<file path="config.mk">
export PLATFORM = sky130hd
export DESIGN_NAME = dcp_core
export DESIGN_NICKNAME = d
export VERILOG_FILES = /design/src/common/dcp_pkg.sv /design/src/verilog/dcp_core.sv
export SDC_FILE = /design/constraint.sdc
export NUM_CORES = 1
export LEC_CHECK = 0
export BUFFER_PORTS_ARGS = -buffer_cell sky130_fd_sc_hd__buf_2
export CAP_MARGIN = 40
export CORE_UTILIZATION = 50
export CTS_CLUSTER_SIZE = 25
export DETAILED_ROUTE_END_ITERATION = 8
export PLACE_DENSITY = 0.67
export SLEW_MARGIN = 10
export SYNTH_ARGS = -nofsm -noshare
export SYNTH_HDL_FRONTEND = slang
export SYNTH_SLANG_ARGS = --single-unit
</file>
<file path="constraint.sdc">
create_clock -name i_mclk -period 11 [get_ports i_mclk]
set_clock_uncertainty 0.15 [all_clocks]
set_input_delay 2.75 -clock i_mclk [delete_from_list [all_inputs] [get_ports i_mclk]]
set_output_delay 2.75 -clock i_mclk [all_outputs]
set_load 0.005 [all_outputs]
</file>
<file path="src/common/dcp_pkg.sv">
// package: constants, enums and structs of the dma channel programming core
package dcp_pkg;
   localparam int DCP_DATA_W = 8;
   localparam int DCP_ADDR_W = 16;
   localparam int DCP_RR_NUM = 7;
   // command codes
   localparam logic [7:0] DCP_CMD_LOAD = 8'hCF;
   localparam logic [7:0] DCP_CMD_ENABLE = 8'h87;
   localparam logic [7:0] DCP_CMD_DISABLE = 8'h83;
   localparam logic [7:0] DCP_CMD_RD_MASK = 8'hBB;
   localparam logic [7:0] DCP_CMD_INIT_RD = 8'hA7;
   localparam logic [7:0] DCP_CMD_RD_STAT = 8'hBF;
   localparam logic [7:0] DCP_CMD_RESET = 8'hC3;
   // base byte field positions
   localparam int DCP_B_DIR = 2;
   localparam int DCP_B_TIM = 6;
   localparam int DCP_B_FIXED = 5;
   localparam int DCP_B_INC = 4;
   localparam int DCP_B_IO = 3;
   localparam int DCP_B_STOP = 2;
   localparam int DCP_B_AUTO = 5;
   localparam int DCP_B_WAIT = 4;
   localparam int DCP_B_RDYH = 3;
   localparam int DCP_B_PULSE = 3;
   localparam int DCP_B_VEC = 4;
   // status byte bit positions
   localparam int DCP_ST_XFER = 0;
   localparam int DCP_ST_RDY = 1;
   localparam int DCP_ST_MATCH = 4;
   localparam int DCP_ST_EOB = 5;
   // transfer modes
   localparam logic [1:0] DCP_MODE_BYTE = 2'h0;
   localparam logic [1:0] DCP_MODE_CONT = 2'h1;
   localparam logic [1:0] DCP_MODE_BURST = 2'h2;
   // reset values
   localparam logic [6:0] DCP_RD_MASK_RST = 7'h7F;
   localparam logic [15:0] DCP_WORD_RST = 16'h0000;

   typedef enum logic [2:0] {PH_IDLE, PH_REQ, PH_READ, PH_WRITE, PH_HOLD} dcp_phase_e;
   typedef enum logic [2:0] {
      GRP_NONE, GRP_XFER, GRP_PORT1, GRP_PORT2, GRP_MATCH, GRP_MODE, GRP_CTRL, GRP_CMD
   } dcp_group_e;

   // host strobes sampled at the pins
   typedef struct packed {
      logic ce_n;
      logic iorq_n;
      logic rd_n;
      logic wr_n;
   } dcp_host_s;

   // per-port addressing attributes
   typedef struct packed {
      logic fixed;
      logic inc;
      logic io;
   } dcp_port_s;

   // whole state of the core
   typedef struct packed {
      dcp_phase_e phase;
      logic enabled;
      dcp_group_e group;
      logic [4:0] ptr_mask;
      logic [1:0] xfer_op;
      logic dir_a2b;
      logic [15:0] blk_len;
      logic [15:0] a_start;
      logic [15:0] b_start;
      logic [15:0] a_cnt;
      logic [15:0] b_cnt;
      logic [15:0] byte_cnt;
      dcp_port_s a_port;
      dcp_port_s b_port;
      logic [7:0] cmp_mask;
      logic [7:0] match_byte;
      logic stop_on_match;
      logic [1:0] mode;
      logic auto_restart;
      logic wait_en;
      logic rdy_high;
      logic [6:0] rd_mask;
      logic [2:0] rd_ptr;
      logic rd_valid;
      logic hw_prev;
      logic hr_prev;
      logic [7:0] held_byte;
      logic [7:0] prev_byte;
      logic prev_valid;
      logic match_hit;
      logic eob;
      logic xfer_seen;
      logic [1:0] bai_hist;
      logic busreq_oe_n;
      logic [15:0] addr;
      logic rd_n;
      logic wr_n;
      logic iorq_n;
      logic mreq_n;
      logic bus_oe_n;
      logic [7:0] data;
      logic data_oe_n;
   } dcp_state_s;

   localparam dcp_state_s DCP_STATE_RST = '{
      phase: PH_IDLE, group: GRP_NONE, rd_mask: DCP_RD_MASK_RST, busreq_oe_n: 1'b1,
      addr: DCP_WORD_RST, rd_n: 1'b1, wr_n: 1'b1, iorq_n: 1'b1, mreq_n: 1'b1,
      bus_oe_n: 1'b1, data_oe_n: 1'b1, default: '0};
endpackage

</file>
<file path="src/verilog/dcp_core.sv">
// dma channel programming core: host register access and transfer sequencer
// Contract
// - write strobe is host input when idle, device output once bus is owned
// - 8-bit data bus, 16-bit address bus, both port addresses share it
// - 21 writable and seven readable byte registers, counters buffered by starts
// - seven write groups: base byte plus 14 associated registers in total
// - base byte pointer bits select following bytes, stored in fixed group order
// - group recognised from identification bits; D0, D1, D7 for transfer setup
// - readback runs status through second port high, skipping masked registers
// - initiate-read or read-status command starts readback, needed after reset
// - reset puts device disabled: no bus request, no transfer
// - every command byte disables the device until an enable command
// - byte counter increments per transfer and is compared to block length
// - match compared during next byte read, flagged one byte late
// - load copies start address only into the source port counter
// - once owned the buses are kept to the end of the byte, burst or block, never preempted
// - one byte more than block length is transferred
// - transfer setup base: length, first port pointers, direction, operation
// - port base: timing follows, fixed, increment, io versus memory
// - mode base: transfer mode, interrupt byte, second port address pointers
// - control base: auto restart, wait function, ready polarity
// - CF loads source counter and clears byte count; 87 enables
module dcp_core
   import dcp_pkg::*;
(
   input wire logic i_mclk,
   input wire logic i_sys_rst,
   input wire dcp_host_s i_host,
   input wire logic [7:0] i_data,
   input wire logic i_rdy,
   input wire logic i_bai_n,
   input wire logic i_busreq_n,
   output logic [7:0] o_data,
   output logic o_data_oe_n,
   output logic [15:0] o_addr,
   output logic o_rd_n,
   output logic o_wr_n,
   output logic o_iorq_n,
   output logic o_mreq_n,
   output logic o_ctl_oe_n,
   output logic o_busreq_n,
   output logic o_busreq_oe_n,
   output logic o_enabled
);
   dcp_state_s s_q;
   dcp_state_s s_d;
   logic host_wr;
   logic host_rd;
   logic hw_edge;
   logic hr_edge;
   logic rdy_act;
   logic is_base;
   logic is_cmd;
   logic [2:0] ptr_k;
   logic [7:0] rd_val;
   logic finish;
   logic end_blk;
   logic cmp_eq;
   logic [15:0] src_cnt;
   logic [15:0] dst_cnt;
   dcp_port_s src_port;
   dcp_port_s dst_port;

   // next unmasked readback index at or after a start index, wrapping
   function automatic logic [2:0] next_rd(input logic [6:0] m, input logic [2:0] from);
      logic [2:0] r;
      int idx;
      r = from;
      for (int i = DCP_RR_NUM - 1; i >= 0; i--) begin
         idx = (int'(from) + i) % DCP_RR_NUM;
         if (m[idx]) begin
            r = 3'(idx);
         end
      end
      return r;
   endfunction

   // lowest pending pointer of the current group
   function automatic logic [2:0] lowest(input logic [4:0] m);
      logic [2:0] r;
      r = 3'h0;
      for (int i = 4; i >= 0; i--) begin
         if (m[i]) begin
            r = 3'(i);
         end
      end
      return r;
   endfunction

   // address counter step: fixed, increment or decrement
   function automatic logic [15:0] step(input logic [15:0] c, input dcp_port_s p);
      logic [15:0] r;
      r = c;
      if (!p.fixed) begin
         r = p.inc ? 16'(c + 16'h0001) : 16'(c - 16'h0001);
      end
      return r;
   endfunction

   // host strobes count only while the buses are not owned
   assign host_wr = !i_host.ce_n && !i_host.iorq_n && !i_host.wr_n && s_q.bus_oe_n;
   assign host_rd = !i_host.ce_n && !i_host.iorq_n && !i_host.rd_n && s_q.bus_oe_n;
   assign hw_edge = host_wr && !s_q.hw_prev;
   assign hr_edge = host_rd && !s_q.hr_prev;
   assign rdy_act = s_q.rdy_high ? i_rdy : !i_rdy;
   assign is_base = (s_q.ptr_mask == 5'h00);
   assign is_cmd = is_base && i_data[7] && (i_data[1:0] == 2'h3);
   assign ptr_k = lowest(s_q.ptr_mask);
   assign src_cnt = s_q.dir_a2b ? s_q.a_cnt : s_q.b_cnt;
   assign dst_cnt = s_q.dir_a2b ? s_q.b_cnt : s_q.a_cnt;
   assign src_port = s_q.dir_a2b ? s_q.a_port : s_q.b_port;
   assign dst_port = s_q.dir_a2b ? s_q.b_port : s_q.a_port;
   // masked compare of the previous byte against the match byte
   assign cmp_eq = ((s_q.prev_byte ^ s_q.match_byte) & ~s_q.cmp_mask) == 8'h00;
   assign finish = ((s_q.phase == PH_READ && !s_q.xfer_op[0]) || s_q.phase == PH_WRITE)
                   && !(s_q.wait_en && !i_host.ce_n);
   assign end_blk = (s_q.byte_cnt == s_q.blk_len);

   // readback multiplexer
   always_comb begin
      unique case (s_q.rd_ptr)
         3'h0: rd_val = {2'h0, s_q.eob, s_q.match_hit, 2'h0, rdy_act, s_q.xfer_seen};
         3'h1: rd_val = s_q.byte_cnt[7:0];
         3'h2: rd_val = s_q.byte_cnt[15:8];
         3'h3: rd_val = s_q.a_cnt[7:0];
         3'h4: rd_val = s_q.a_cnt[15:8];
         3'h5: rd_val = s_q.b_cnt[7:0];
         3'h6: rd_val = s_q.b_cnt[15:8];
         default: rd_val = 8'h00;
      endcase
   end

   // next state
   always_comb begin
      logic stop;
      stop = 1'b0;
      s_d = s_q;
      s_d.hw_prev = host_wr;
      s_d.hr_prev = host_rd;
      // host readback, one register per read strobe
      if (hr_edge && s_q.rd_valid) begin
         s_d.data = rd_val;
         s_d.data_oe_n = 1'b0;
         s_d.rd_ptr = next_rd(s_q.rd_mask, (s_q.rd_ptr == 3'h6) ? 3'h0 : 3'(s_q.rd_ptr + 3'h1));
      end else if (!host_rd && s_q.bus_oe_n) begin
         s_d.data_oe_n = 1'b1;
      end
      // host writes: associated byte or new base byte
      if (hw_edge && !is_base) begin
         s_d.ptr_mask[ptr_k] = 1'b0;
         unique case (s_q.group)
            GRP_XFER: begin
               unique case (ptr_k)
                  3'h0: s_d.a_start[7:0] = i_data;
                  3'h1: s_d.a_start[15:8] = i_data;
                  3'h2: s_d.blk_len[7:0] = i_data;
                  default: s_d.blk_len[15:8] = i_data;
               endcase
            end
            GRP_MATCH: begin
               if (ptr_k == 3'h0) begin
                  s_d.cmp_mask = i_data;
               end else begin
                  s_d.match_byte = i_data;
               end
            end
            GRP_MODE: begin
               unique case (ptr_k)
                  3'h0: s_d.b_start[7:0] = i_data;
                  3'h1: s_d.b_start[15:8] = i_data;
                  3'h2: begin
                     // interrupt control byte chains pulse and vector bytes
                     s_d.ptr_mask[3] = i_data[DCP_B_PULSE];
                     s_d.ptr_mask[4] = i_data[DCP_B_VEC];
                  end
                  default: s_d.ptr_mask[ptr_k] = 1'b0;
               endcase
            end
            GRP_CMD: s_d.rd_mask = i_data[6:0];
            default: s_d.ptr_mask[ptr_k] = 1'b0; // timing bytes are consumed
         endcase
      end else if (hw_edge) begin
         if (!i_data[7] && i_data[1:0] != 2'h0) begin
            s_d.group = GRP_XFER;
            s_d.xfer_op = i_data[1:0];
            s_d.dir_a2b = i_data[DCP_B_DIR];
            s_d.ptr_mask = {1'b0, i_data[6:3]};
         end else if (!i_data[7]) begin
            s_d.group = i_data[2] ? GRP_PORT1 : GRP_PORT2;
            s_d.ptr_mask = {4'h0, i_data[DCP_B_TIM]};
            if (i_data[2]) begin
               s_d.a_port = '{i_data[DCP_B_FIXED], i_data[DCP_B_INC], i_data[DCP_B_IO]};
            end else begin
               s_d.b_port = '{i_data[DCP_B_FIXED], i_data[DCP_B_INC], i_data[DCP_B_IO]};
            end
         end else begin
            unique case (i_data[1:0])
               2'h0: begin
                  s_d.group = GRP_MATCH;
                  s_d.stop_on_match = i_data[DCP_B_STOP];
                  s_d.ptr_mask = {3'h0, i_data[4:3]};
               end
               2'h1: begin
                  s_d.group = GRP_MODE;
                  s_d.mode = i_data[6:5];
                  s_d.ptr_mask = {2'h0, i_data[4:2]};
               end
               2'h2: begin
                  s_d.group = GRP_CTRL;
                  s_d.auto_restart = i_data[DCP_B_AUTO];
                  s_d.wait_en = i_data[DCP_B_WAIT];
                  s_d.rdy_high = i_data[DCP_B_RDYH];
                  s_d.ptr_mask = 5'h00;
               end
               default: begin
                  s_d.group = GRP_CMD;
                  s_d.enabled = 1'b0;
                  unique case (i_data)
                     DCP_CMD_ENABLE: s_d.enabled = 1'b1;
                     DCP_CMD_LOAD: begin
                        // only the source counter is loaded
                        if (s_q.dir_a2b) begin
                           s_d.a_cnt = s_q.a_start;
                        end else begin
                           s_d.b_cnt = s_q.b_start;
                        end
                        s_d.byte_cnt = DCP_WORD_RST;
                        s_d.prev_valid = 1'b0;
                        s_d.match_hit = 1'b0;
                        s_d.eob = 1'b0;
                        s_d.xfer_seen = 1'b0;
                     end
                     DCP_CMD_RD_MASK: s_d.ptr_mask = 5'h01;
                     DCP_CMD_INIT_RD: begin
                        s_d.rd_valid = 1'b1;
                        s_d.rd_ptr = next_rd(s_q.rd_mask, 3'h0);
                     end
                     DCP_CMD_RD_STAT: begin
                        s_d.rd_valid = 1'b1;
                        s_d.rd_ptr = 3'h0;
                     end
                     DCP_CMD_RESET: begin
                        s_d.match_hit = 1'b0;
                        s_d.eob = 1'b0;
                        s_d.rd_valid = 1'b0;
                     end
                     default: s_d.group = GRP_CMD;
                  endcase
               end
            endcase
         end
      end
      // transfer sequencer
      unique case (s_q.phase)
         PH_IDLE: begin
            if (s_q.enabled && rdy_act && i_busreq_n && !s_q.eob && !hw_edge) begin
               s_d.phase = PH_REQ;
               s_d.busreq_oe_n = 1'b0;
               s_d.bai_hist = 2'h0;
            end
         end
         PH_REQ: begin
            s_d.bai_hist = {s_q.bai_hist[0], !i_bai_n};
            if (!s_q.enabled) begin
               s_d.phase = PH_IDLE;
               s_d.busreq_oe_n = 1'b1;
            end else if (s_q.bai_hist[0] && !i_bai_n) begin
               s_d.phase = PH_READ;
            end
         end
         PH_HOLD: begin
            // continuous mode idles on the bus awaiting ready
            if (rdy_act) begin
               s_d.phase = PH_READ;
            end
         end
         PH_READ: begin
            if (!(s_q.wait_en && !i_host.ce_n)) begin
               s_d.held_byte = i_data;
               s_d.prev_byte = i_data;
               s_d.prev_valid = 1'b1;
               if (s_q.prev_valid && cmp_eq) begin
                  s_d.match_hit = 1'b1;
               end
               if (s_q.xfer_op[0]) begin
                  s_d.phase = PH_WRITE;
               end
            end
         end
         default: begin
            s_d.phase = PH_WRITE;
         end
      endcase
      // end of one byte operation
      if (finish) begin
         s_d.xfer_seen = 1'b1;
         s_d.byte_cnt = 16'(s_q.byte_cnt + 16'h0001);
         if (s_q.dir_a2b) begin
            s_d.a_cnt = step(s_q.a_cnt, s_q.a_port);
            s_d.b_cnt = step(s_q.b_cnt, s_q.b_port);
         end else begin
            s_d.a_cnt = step(s_q.a_cnt, s_q.a_port);
            s_d.b_cnt = step(s_q.b_cnt, s_q.b_port);
         end
         if (!s_q.xfer_op[0]) begin
            s_d.b_cnt = s_q.dir_a2b ? s_q.b_cnt : s_d.b_cnt;
            s_d.a_cnt = s_q.dir_a2b ? s_d.a_cnt : s_q.a_cnt;
         end
         stop = s_q.stop_on_match && s_q.xfer_op[1] && s_d.match_hit;
         if (end_blk && s_q.auto_restart && !stop) begin
            s_d.a_cnt = s_q.a_start;
            s_d.b_cnt = s_q.b_start;
            s_d.byte_cnt = DCP_WORD_RST;
         end else if (end_blk) begin
            s_d.eob = 1'b1;
            stop = 1'b1;
         end
         if (stop || s_q.mode == DCP_MODE_BYTE || (s_q.mode == DCP_MODE_BURST && !rdy_act)) begin
            s_d.phase = PH_IDLE;
            s_d.busreq_oe_n = 1'b1;
            s_d.enabled = s_q.enabled && !stop;
         end else begin
            s_d.phase = rdy_act ? PH_READ : PH_HOLD;
         end
      end
      // pin drive for the coming phase
      s_d.bus_oe_n = !(s_d.phase == PH_READ || s_d.phase == PH_WRITE || s_d.phase == PH_HOLD);
      s_d.rd_n = !(s_d.phase == PH_READ);
      s_d.wr_n = !(s_d.phase == PH_WRITE);
      s_d.iorq_n = 1'b1;
      s_d.mreq_n = 1'b1;
      if (s_d.phase == PH_READ) begin
         s_d.addr = (s_d.phase == s_q.phase) ? s_q.addr : (finish ? s_d.a_cnt : src_cnt);
         s_d.iorq_n = !src_port.io;
         s_d.mreq_n = src_port.io;
      end else if (s_d.phase == PH_WRITE) begin
         s_d.addr = dst_cnt;
         s_d.iorq_n = !dst_port.io;
         s_d.mreq_n = dst_port.io;
         s_d.data = (s_q.phase == PH_READ) ? i_data : s_q.data;
         s_d.data_oe_n = 1'b0;
      end else if (s_q.phase == PH_WRITE) begin
         s_d.data_oe_n = 1'b1;
      end
      if (s_d.phase == PH_READ && finish) begin
         s_d.addr = s_q.dir_a2b ? s_d.a_cnt : s_d.b_cnt;
      end
   end

   // state register
   always_ff @(posedge i_mclk) begin
      if (i_sys_rst) begin
         s_q <= DCP_STATE_RST;
      end else begin
         s_q <= s_d;
      end
   end

   // outputs come straight from the state register
   assign o_data = s_q.data;
   assign o_data_oe_n = s_q.data_oe_n;
   assign o_addr = s_q.addr;
   assign o_rd_n = s_q.rd_n;
   assign o_wr_n = s_q.wr_n;
   assign o_iorq_n = s_q.iorq_n;
   assign o_mreq_n = s_q.mreq_n;
   assign o_ctl_oe_n = s_q.bus_oe_n;
   assign o_busreq_n = s_q.busreq_oe_n;
   assign o_busreq_oe_n = s_q.busreq_oe_n;
   assign o_enabled = s_q.enabled;

   // checks
   property p_rst_disabled;
      @(posedge i_mclk) i_sys_rst |=> !o_enabled && o_busreq_oe_n && o_ctl_oe_n;
   endproperty
   a_rst_disabled: assert property (p_rst_disabled) else $error("not disabled after reset");

   property p_no_req_disabled;
      @(posedge i_mclk) disable iff (i_sys_rst)
         (s_q.phase == PH_IDLE && !s_q.enabled) |=> o_busreq_oe_n;
   endproperty
   a_no_req_disabled: assert property (p_no_req_disabled) else $error("request while disabled");

   property p_cmd_disables;
      @(posedge i_mclk) disable iff (i_sys_rst)
         (hw_edge && is_cmd && i_data != DCP_CMD_ENABLE) |=> !o_enabled;
   endproperty
   a_cmd_disables: assert property (p_cmd_disables) else $error("command left device enabled");

   property p_enable;
      @(posedge i_mclk) disable iff (i_sys_rst)
         (hw_edge && is_cmd && i_data == DCP_CMD_ENABLE) |=> o_enabled ##1 o_enabled;
   endproperty
   a_enable: assert property (p_enable) else $error("enable command ignored");

   property p_count;
      @(posedge i_mclk) disable iff (i_sys_rst)
         (finish && !end_blk) |=> s_q.byte_cnt == 16'($past(s_q.byte_cnt) + 16'h0001);
   endproperty
   a_count: assert property (p_count) else $error("byte counter did not advance");

   property p_eob;
      @(posedge i_mclk) disable iff (i_sys_rst)
         (finish && end_blk && !s_q.auto_restart) |=> s_q.eob && o_busreq_oe_n;
   endproperty
   a_eob: assert property (p_eob) else $error("end of block missed");

   property p_match_late;
      @(posedge i_mclk) disable iff (i_sys_rst)
         (s_q.phase == PH_READ && !(s_q.wait_en && !i_host.ce_n) && s_q.prev_valid && cmp_eq)
         |=> s_q.match_hit;
   endproperty
   a_match_late: assert property (p_match_late) else $error("pipelined match lost");

   property p_load_src;
      @(posedge i_mclk) disable iff (i_sys_rst)
         (hw_edge && is_cmd && i_data == DCP_CMD_LOAD && s_q.phase == PH_IDLE)
         |=> (s_q.dir_a2b ? (s_q.a_cnt == $past(s_q.a_start) && s_q.b_cnt == $past(s_q.b_cnt))
                          : (s_q.b_cnt == $past(s_q.b_start) && s_q.a_cnt == $past(s_q.a_cnt)))
             && s_q.byte_cnt == DCP_WORD_RST;
   endproperty
   a_load_src: assert property (p_load_src) else $error("load touched wrong counter");

   property p_keep_bus;
      @(posedge i_mclk) disable iff (i_sys_rst)
         (s_q.phase == PH_READ && !finish && !i_busreq_n) |-> !o_busreq_oe_n ##1 !o_busreq_oe_n;
   endproperty
   a_keep_bus: assert property (p_keep_bus) else $error("bus released mid byte");

   property p_readback;
      @(posedge i_mclk) disable iff (i_sys_rst)
         (hr_edge && s_q.rd_valid) |=> o_data == $past(rd_val) && !o_data_oe_n;
   endproperty
   a_readback: assert property (p_readback) else $error("wrong readback byte");

   c_enable: cover property (@(posedge i_mclk) hw_edge && is_cmd && i_data == DCP_CMD_ENABLE);
   c_eob: cover property (@(posedge i_mclk) finish && end_blk);
   c_match: cover property (@(posedge i_mclk) !s_q.match_hit ##1 s_q.match_hit);
   c_read: cover property (@(posedge i_mclk) hr_edge && s_q.rd_valid);
endmodule // dcp_core
</file>
== Word level (Yosys, flattened, before mapping) ==
Index checks and enable logic that the tools add are counted.
Storage, ports and cells
  register bits after elaboration: 196
  latch bits: 0
  memory bits (writable): 0
  memory bits (read-only): 0
  input port bits: 17
  output and inout port bits: 33
  word-level logic and storage cells: 368
  memories kept: 0
Cells by class
  add/subtract/negate cells: 12
  $mul: 0
  div/mod/pow operators: 7
  $lt $le $gt $ge: 9
  equal/unequal tests: 37
  shifts and indexed selects: 0
  multiplexer cells: 142
  bitwise gates (word level): 14
  reductions and logical operators: 99
Operators by type and width (number)
  $mux 16: 16
  $mux 48: 5
  $lt 32x5->1 const B: 7
  $mod 32x4->32 const B: 6
  $mux 54: 3
  $mux 3: 33
  $pmux 8 s7: 1
  $add 16x1->16 const B: 3
  $eq 8x8->1 const B: 6
  $mux 4: 12
  $mux 8: 5
  $mux 1: 39
  $mod 4x4->32 const B: 1
  $mux 32: 1
  $sub 16x1->16 const B: 2
  $logic_and 1x1->1: 28
  $reduce_and 3->1: 9
  $reduce_and 5->1: 5
  $eq 3x3->1 const B: 8
  $logic_not 1->1: 23
  $bmux 1 s3: 7
  $eq 3x2->1 const B: 7
  $pmux 7 s3: 1
  $eq 16x16->1: 1
  42 further kinds: 91

== Depth between registers and ports, before layout ==
Gate-level depths: netlist of the first run.
  depth in word-level cells: 24
  mapped depth: 16
  depth with buffers taken out: 14

== Least setup slack after synthesis of the first run ==
OpenSTA, ideal clock, no wires.
  path kind: input to register
  from: input port i_data[6]
  to: register s_q, in the netlist o_addr[6]
  data arrival time: 5.001 ns
  path slack: 5.727 ns
  stages on the path: 10
  path buffers: 2
  cell sequence: clkbuf_1 nor3b_1 and4_1 clkbuf_1 nand2_1 o21ai_1 o31ai_4 a222oi_1 a21oi_1 a221o_1
On the way
  word-level cells in the longest chain between the ends: 24
  elaborated cells between the ends (all ways): 42
  those cells by class: eq/ne: 6; mux: 27; reduce/logical: 9
Ends and longest elaborated chain
  start: declaration: line dcp_core.sv:29  | input wire logic [7:0] i_data,
  $eq 8x8->1: line dcp_core.sv:218  | unique case (i_data)
  $reduce_or 2->1 (no line)
  $mux 2: line dcp_core.sv:218
  $mux 4: line dcp_core.sv:197  | unique case (i_data[1:0])
  $mux 4: line dcp_core.sv:188  | end else if (!i_data[7]) begin
  $mux 4: line dcp_core.sv:183  | if (!i_data[7] && i_data[1:0] != 2'h0) begin
  $mux 4: line dcp_core.sv:182  | end else if (hw_edge) begin
  $mux 4: line dcp_core.sv:149  | if (hw_edge && !is_base) begin
  [... 7 more ...]
  $mux 1: line dcp_core.sv:295  | if (finish) begin
  $logic_or 1x1->1 (2 in series): line dcp_core.sv:318  | if (stop || s_q.mode == DCP_MODE_BYTE || (s_q.mode == DCP_MODE_BURST && !rdy_act)) begin
  $mux 3: line dcp_core.sv:318
  $mux 4: line dcp_core.sv:295
  $eq 3x2->1: line dcp_core.sv:332, dcp_core.sv:345
  $logic_and 1x1->1: line dcp_core.sv:345  | if (s_d.phase == PH_READ && finish) begin
  $ne 3x2->1 (no line) or $reduce_bool 3->1 (tied branches)
  $reduce_and 2->1 (no line)
  end signal: assignment: line dcp_core.sv:353  | s_q <= DCP_STATE_RST;
  end signal: assignment: line dcp_core.sv:355  | s_q <= s_d;
  end: declaration: line dcp_core.sv:45  | dcp_state_s s_q;
Parallel ways exist; a longest one is shown, timed or not. The select of a mux whose other input is x is not followed.
A chain may end at the register's enable or synchronous reset.

== Final worst setup path of the first run ==
  from: input port i_host[3] (netlist name)
  to: register s_q, in the netlist o_addr[11]
On the way
  word-level cells in the longest chain between the ends: 23
  elaborated cells between the ends (all ways): 45
  those cells by class: eq/ne: 4; mux: 22; reduce/logical: 19
Ends and longest elaborated chain
  start: declaration: line dcp_core.sv:28  | input wire dcp_host_s i_host,
  $logic_not 1->1 *: line dcp_core.sv:101, dcp_core.sv:116, dcp_core.sv:278
  $logic_and 1x1->1 (3 in series): line dcp_core.sv:101  | assign host_wr = !i_host.ce_n && !i_host.iorq_n && !i_host.wr_n && s_q.bus_oe_n;
  $logic_and 1x1->1: line dcp_core.sv:103  | assign hw_edge = host_wr && !s_q.hw_prev;
  $mux 4 or $logic_and 1x1->1 (tied branches): line dcp_core.sv:182, dcp_core.sv:149
  $mux 4: line dcp_core.sv:149
  $mux 1: line dcp_core.sv:282  | if (s_q.prev_valid && cmp_eq) begin
  $mux 2: line dcp_core.sv:278  | if (!(s_q.wait_en && !i_host.ce_n)) begin
  $mux 2: line dcp_core.sv:254  | unique case (s_q.phase)
  [... 4 more ...]
  $mux 1: line dcp_core.sv:295
  $logic_or 1x1->1 (2 in series): line dcp_core.sv:318
  $mux 3: line dcp_core.sv:318
  $mux 4: line dcp_core.sv:295
  $eq 3x2->1: line dcp_core.sv:332, dcp_core.sv:345
  $logic_and 1x1->1: line dcp_core.sv:345
  $ne 3x2->1 (no line) or $reduce_bool 3->1 (tied branches)
  $reduce_and 2->1 (no line)
Every way passes the cells marked *; elsewhere a longest branch is shown, timed or not. The select of a mux whose other input is x is not followed.

==> results of run 1 <==
## worst min path at each step
stage | endpoint | slack, ns | cells past startpoint
global placement | o_data[5] | 0.29 | 2
finish | o_data[2] | 0.31 | 2
detailed placement | o_data[2] | 0.30 | 2
floorplan | o_addr[14] | 0.28 | 2
CTS | o_data[2] | 0.31 | 2
global route | o_data[2] | 0.32 | 2
## cell usage in the layout (no fill, tap or decap), types with 35 or more instances in the layout
master,instances
xnor2_1,47
dfxtp_1,196
ha_1,44
buf_2,48
inv_1,37
nand2_1,151
nor2_1,210
a21oi_1,108
nor3_1,36
mux2i_1,123
nand3_1,35
o21ai_0,66
## worst max-delay path: stages
cell and delay [ns]:
buf_2 0.11, nand2b_1 0.23, nand2_2 0.20, or4_4 0.57, o21ai_1 0.29, or2_1 0.62
nand2_1 0.26, nor2_1 0.78, a22oi_1 0.20, a211oi_1 0.23
## metrics by stage
| step | setup WS, ns | instance area, µm² | hold WS [ns] | power [µW] | utilization (%) |
|---|---|---|---|---|---|
| 3_5_place_dp | 4.65 | 13100 | 0.296 | 785 | 52.0 |
| 3_3_place_gp | 4.70 | 13100 | 0.291 | 784 | 52.0 |
| 5_1_grt | 4.83 | 13800 | 0.322 | 1470 | 54.5 |
| 4_1_cts | 5.12 | 13800 | 0.308 | 1440 | 54.5 |
| 6_report | 4.96 | 13800 | 0.309 | 1440 | 54.5 |
| 2_1_floorplan | 5.73 | 12900 | 0.279 | 765 | - |
## metal layers
metal  wire length (µm)  up-vias
met5                  0        -
met4               1280        0
met3               4260       85
met2              18100      625
met1              18700     5905
li1                   -     5786
## power by group
part / leakage [µW] / switching [µW] / internal [µW] / total [µW]
Clock: 0.000307 / 351 / 319 / 670
Combinational: 0.00369 / 42.5 / 14.2 / 56.8
Sequential: 0.00158 / 2.02 / 710 / 712
Total: 0.00557 / 396 / 1040 / 1440
## registers in the layout (all words and copies together) (netlist names)
signal	flops
o_data_oe_n	1
o_wr_n	1
o_mreq_n	1
s_q	164
o_enabled	1
o_ctl_oe_n	1
o_data	8
o_addr	16
o_rd_n	1
o_busreq_n	1
o_iorq_n	1
## cell families (layout without fill, tap and decap cells)
group	count (synthesis)	after routing	share of synthesized area, %
AOI/OAI and AO/OA	416	416	22.0
xor gates and xnor gates	61	61	4.25
adders and majority gates	46	46	4.57
buffers and inverters	166	140	5.81
DFF	196	196	30.4
muxes	140	140	11.3
and+or+nand+nor	588	588	21.8
## final cells by class
type	instances	area (µm²)	share of cell area (%)
timing repair buffer	69	394	2.86
clock buffer	17	425	3.09
clock inverter	15	210	1.53
tap	330	413	3.00
multi-input combinational	1251	8260	60.0
inverter	39	146	1.06
sequential	196	3920	28.5
==> results.md, run 1 <==
* M2 GR Usage at 48.2%
* R2R Path End: s_q[56]
* Fill cell count at 2392
* Hold buffer count at cts at 0
* Leakage Power at 0.00557 µW
* Post-synth top cells: nor2_1 (210), dfxtp_1 (196), nand2_1 (151), mux2i_1 (123), a21oi_1 (108)
* Final setup vio count at 0
* Buffers on Ports at 49
* Crit path capture: o_addr[11]
* Seq cells post-synth at 196
* CTS Sinks at between 150 and 200
* GRT overflow at 0
* Cell taking the most area after synthesis: dfxtp_1
* Layout cell share with drive strength beyond 1 at between 9 and 10%
* Syn Nets at 1676
* Sequential area share after synthesis at 30.4%
* Netlist Area Pre-Place at 12900 µm²
* Global-route wire length before repair at 65700 µm
* Clock Pin Slew Worst Setup and Hold Paths at 0.09 ns
* Cells resized by post-CTS repair at 0
* Final antenna-violating net count at 0
* Die width at roughly 160 µm
* Max Cap Viol at 0
* Worst vdd rail ir drop at 0.0992 mV
* Die area at 26500 µm²
* Max Root-Sink Buffers at 2
* Status: finished, final reports clean
* Pwr per Cell Area at 105 nW/µm²
* CTS root buffer: clkbuf_16
* GP Congestion at roughly 0.95
* Post-DP HPWL at 30900 µm
* Number of remaining DRC errors at 0
* Cell variety after synth at 94
* Placed cells at 1885
* Total track usage at approximately a third
* Slew Limit Fails at 0
* Post-synth EDFFs at 0
* Postcts setup bufs at 0
* N_diodes at 0
* Wirelength, routed at 42400 µm
* Ys flop type: dfxtp_1
* Async SR Flop Fraction at 0%
* TritonRoute pass-1 iters at 8
* Cell count after synthesis at 1613
* Worst Tran Pin Value at 0.939 ns
* Critical path peak fanout at 15
* Area growth syn-to-layout at 6.53%
* Largest net degree at the start of global routing at 84
* R2r worst-path depth at 15
* Num CTS Buffers at 17
* Met1 Usage GRT at 46.4%
* Critical Path Source: i_host[3]
* H-tree levels at 4
* Arr. time, crit path at 6.26 ns
* Highest clock rate at ~170 MHz
* Final worst path period share at 54.9%
* GR peak layer: met2
* Top-area cell type share of the netlist area at 30.4%
* Via density at 6.47
* Final net count at 1637
* RSZ-0062 raised after global routing: no
* CTS tree: done
* Setup TNS at 0 ns
* CP endpoint kind: flop
* Die height at 163 µm
* Post-Syn Area per Cell at 8.01 µm²
* R2R Path Start: s_q[58]
* Fin crit period at 6.04 ns
* Top-Level Pins at 50
* Hold WC Path Type: reg -> reg
* Vias in the first global route at 11400
* Top-count cell post-synth: nor2_1
* Yosys warning total at 0
* Crit start category: primary input
* Worst hold start: o_data[2]
* Top cells by area, synth: dfxtp_1 (30%), mux2i_1 (9.5%), nor2_1 (6.1%)
* Core area at 25300 µm²
* DR vias at 12400
* Finished Layout Cells at 1917
* Reg2reg setup slack at 6.39 ns
* WP data required at 11.22 ns
* GR Util met3 at roughly 5.8%
* Worst skew pair latency at 0.45 ns
* Starting density of the core at 51.2%
* Setup CP Type: in -> reg
* Antenna violations before repair at 0
* # rows at 58
* Post-DR wirelength/cell at 22.1 µm
* Initial drt markers at 1404
* Max-slew headroom at 35.8%
* Final hold violations at 0
Note: power is estimated with default switching activity, not from simulation.
==> run 2, diff against run 1 <==
Settings changed: ABC_AREA set to 1, PLACE_DENSITY 0.67 to 0.69.
Clock period 11 ns to 4.89 ns, I/O delays scaled along.
==> run 2 against run 1 <==
Against the previous run: final area increased by 3.2%; largest cell class unchanged; sequential power rose to 2.7 times the previous value; setup slack lost 4.1 ns; largest power group is now combinational logic; die area up 2.9%; combinational power grew to 44 times the previous value; highest routed layer unchanged; non-clock buffer count increased by 6.
==> results.md, run 2 <==
* Status: finished, final reports clean
* Total track usage at 34.4%
* Final setup vio count at 0
* Cells resized by post-CTS repair at 0
* Fin crit period at 4.01 ns
* Postcts setup bufs at 0
* Multi-input logic area at between 7000 and 8000 µm²
* Cell variety after synth at 62
* Commonest cells after routing, fill and taps aside: nand2_1 (424), a21oi_1 (254), o21ai_0 (224)
* WP data required at roughly 5.1 ns
* Clock Power Share at between 20% and 30%
* Number of remaining DRC errors at 0
* R2R Path Start: s_q[58]
* Max-slew headroom at approximately 46%
* Top-area cell type share of the netlist area at about 30%
* Post-DR wirelength/cell at 19.4 µm
* Post-place instance area at 13600 µm²
* Pwr per Cell Area at 416 nW/µm²
* Buffers on Ports at 49
* RSZ-0062 raised after global routing: no
* Net Sw Power at 2590 µW
* Die height at 165 µm
* Via density at 6.02
* Top-count cell post-synth: nand2_1
* Post-synth EDFFs at 0
* Top-Level Pins at 50
* Area growth syn-to-layout at 6.88%
* TritonRoute pass-1 iters at 5
* Setup TNS at 0 ns
* Register area at 3930 µm²
* Cell area after layout at 14200 µm²
* Final antenna-violating net count at 0
* Sequential share of power at 32.6%
* Max Cap Viol at 0
* Slew Limit Fails at 0
* Core area at 26100 µm²
* Comb power frac at 42.7%
* Yosys warning total at 0
* N_diodes at 0
* CTS Sinks at roughly 200
* Max Root-Sink Buffers at 2
* Layout cell share with drive strength beyond 1 at about 8%
* Netlist Area Pre-Place at between 10000 and 15000 µm²
* Crit start category: primary input
* Die width at 165 µm
* Final net count at 2100
* Critical path peak fanout at 23
* Leakage Power at 0.00603 µW
* Critical Path Source: i_host[3]
* Final hold violations at 0
* Seq cells post-synth at ~200
* Ys flop type: dfxtp_1
* Clock Pin Slew Worst Setup and Hold Paths at ~0.080 ns
* Starting density of the core at 51.0%
* Arr. time, crit path at 4.25 ns
* Worst Tran Pin Value at 0.804 ns
* Syn Nets at 2121
* Worst vdd rail ir drop at between 0.2 and 0.3 mV
* Final Total Pwr at 5910 µW
* H-tree levels at 4
* Cell Int Power at 3320 µW
* Die area at 27300 µm²
* DR vias at 14400
* Post-synth top cells: nand2_1 (424), a21oi_1 (254), o21ai_0 (224), inv_1 (218), dfxtp_1 (196)
* Reg2reg setup slack at 1.14 ns
* Highest clock rate at 249 MHz
* Post-DP HPWL at between 30000 and 40000 µm
* Util after Layout at between 50 and 60%
* Final worst path period share at 82.1%
* Crit path capture: o_addr[6]
* Wirelength, routed at around 46000 µm
* Global-route wire length before repair at roughly 72000 µm
* Sw Share at 43.8%
* # rows at 59
* Vias in the first global route at 12500
* Num CTS Buffers at 17
* CTS root buffer: clkbuf_16
* Top cells by area, synth: dfxtp_1 (30%), nand2_1 (12%), a21oi_1 (9.6%)
* Final Hold Slack at approximately 0.30 ns
* Sequential area share after synthesis at 29.5%
* Reg with most FFs: s_q
* Async SR Flop Fraction at 0%
* GP Congestion at roughly 1.0
* R2r worst-path depth at 22
* CTS tree: done
* Cell taking the most area after synthesis: dfxtp_1
* Hold buffer count at cts at 0
* Largest net degree at the start of global routing at 76
* Post-Syn Area per Cell at 6.46 µm²
* Commonest non-fill, non-tap cell in the layout: nand2_1
* Hold WC Path Type: reg -> reg
* Initial drt markers at around 1800
* R2R Path End: s_q[56]
* CP endpoint kind: flop
* Worst skew pair latency at 0.45 ns
* Number of flip-flops in the largest register at 164
* Fill cell count at roughly 2600
* Cell count after synthesis at about 2100
* Antenna violations before repair at 0
* Setup CP Type: in -> reg
* GRT overflow at 0
==> run 2: worst min path at each step <==
| stage | from | end | cells after the start |
|---|---|---|---|
| after global placement | s_q[84] | s_q[84] | 2 |
| after CTS | s_q[82] | s_q[82] | 2 |
| after detailed placement | s_q[82] | s_q[82] | 2 |
| after floorplan | s_q[81] | s_q[81] | 2 |
| after global routing | s_q[69] | s_q[69] | 2 |
| final | s_q[82] | s_q[82] | 2 |
==> run 2: cell type report <==
class | instances | share of cell area [%]
inverters | 238 | 6.31
clock buffers | 18 | 3.02
flip-flops and latches | 196 | 27.6
clock inverters | 14 | 1.21
multi-input cells | 1509 | 55.6
repair buffers | 75 | 3.26
well taps | 335 | 2.95
==> run 2: stage by stage <==
| stage | setup slack (ns) | instances |
|---|---|---|
| finish | 0.876 | 2385 |
| global route | 0.510 | 2385 |
| CTS | 0.980 | 2385 |
| detailed placement | 0.522 | 2353 |
| global placement | 0.545 | 2352 |
| floorplan | 1.52 | 2058 |
==> run 2: kinds of logic (layout without fill, tap and decap cells) <==
group,Yosys count,after routing,share of synthesized area [%]
buffers and inverters,353,345,11.1
and+or+nand+nor,770,770,25.2
xor gates and xnor gates,26,26,1.71
DFF,196,196,29.5
AOI/OAI and AO/OA,667,667,28.0
adders and majority gates,46,46,4.44
==> run 2: worst max-delay path: stages <==
cell	delay [ns]
buf_2	0.11
nor2_2	0.13
nand2_1	0.14
nor2_2	0.18
inv_2	0.13
nor2_8	0.18
inv_4	0.09
nor2_8	0.11
inv_2	0.08
nor2_4	0.10
nand2_2	0.08
nor2_4	0.19
nand2_1	0.46
o21ai_0	0.31
o21ai_0	0.15
o21ai_0	0.34
o21ai_1	0.11
a21oi_1	0.13
==> run 2: routing by layer <==
layer	routed length (µm)	up-vias	part of all wire, %	GRT usage (%)
met3	5070	90	11	6.49
met2	19200	732	42	49.7
met4	1310	0	2.8	11.0
li1	-	6950	-	-
met5	0	-	0	0
met1	20600	6588	45	50.6
==> run 2: power by group through the flow <==
stage / Combinational (µW) / Clock, µW / Sequential (µW)
final: 2520 / 1460 / 1930
after global routing: 2820 / 1530 / 1940
after CTS: 2450 / 1460 / 1920
after global placement: 2380 / 0 / 1950
after floorplan: 1860 / 0 / 1880
after detailed placement: 2410 / 0 / 1950
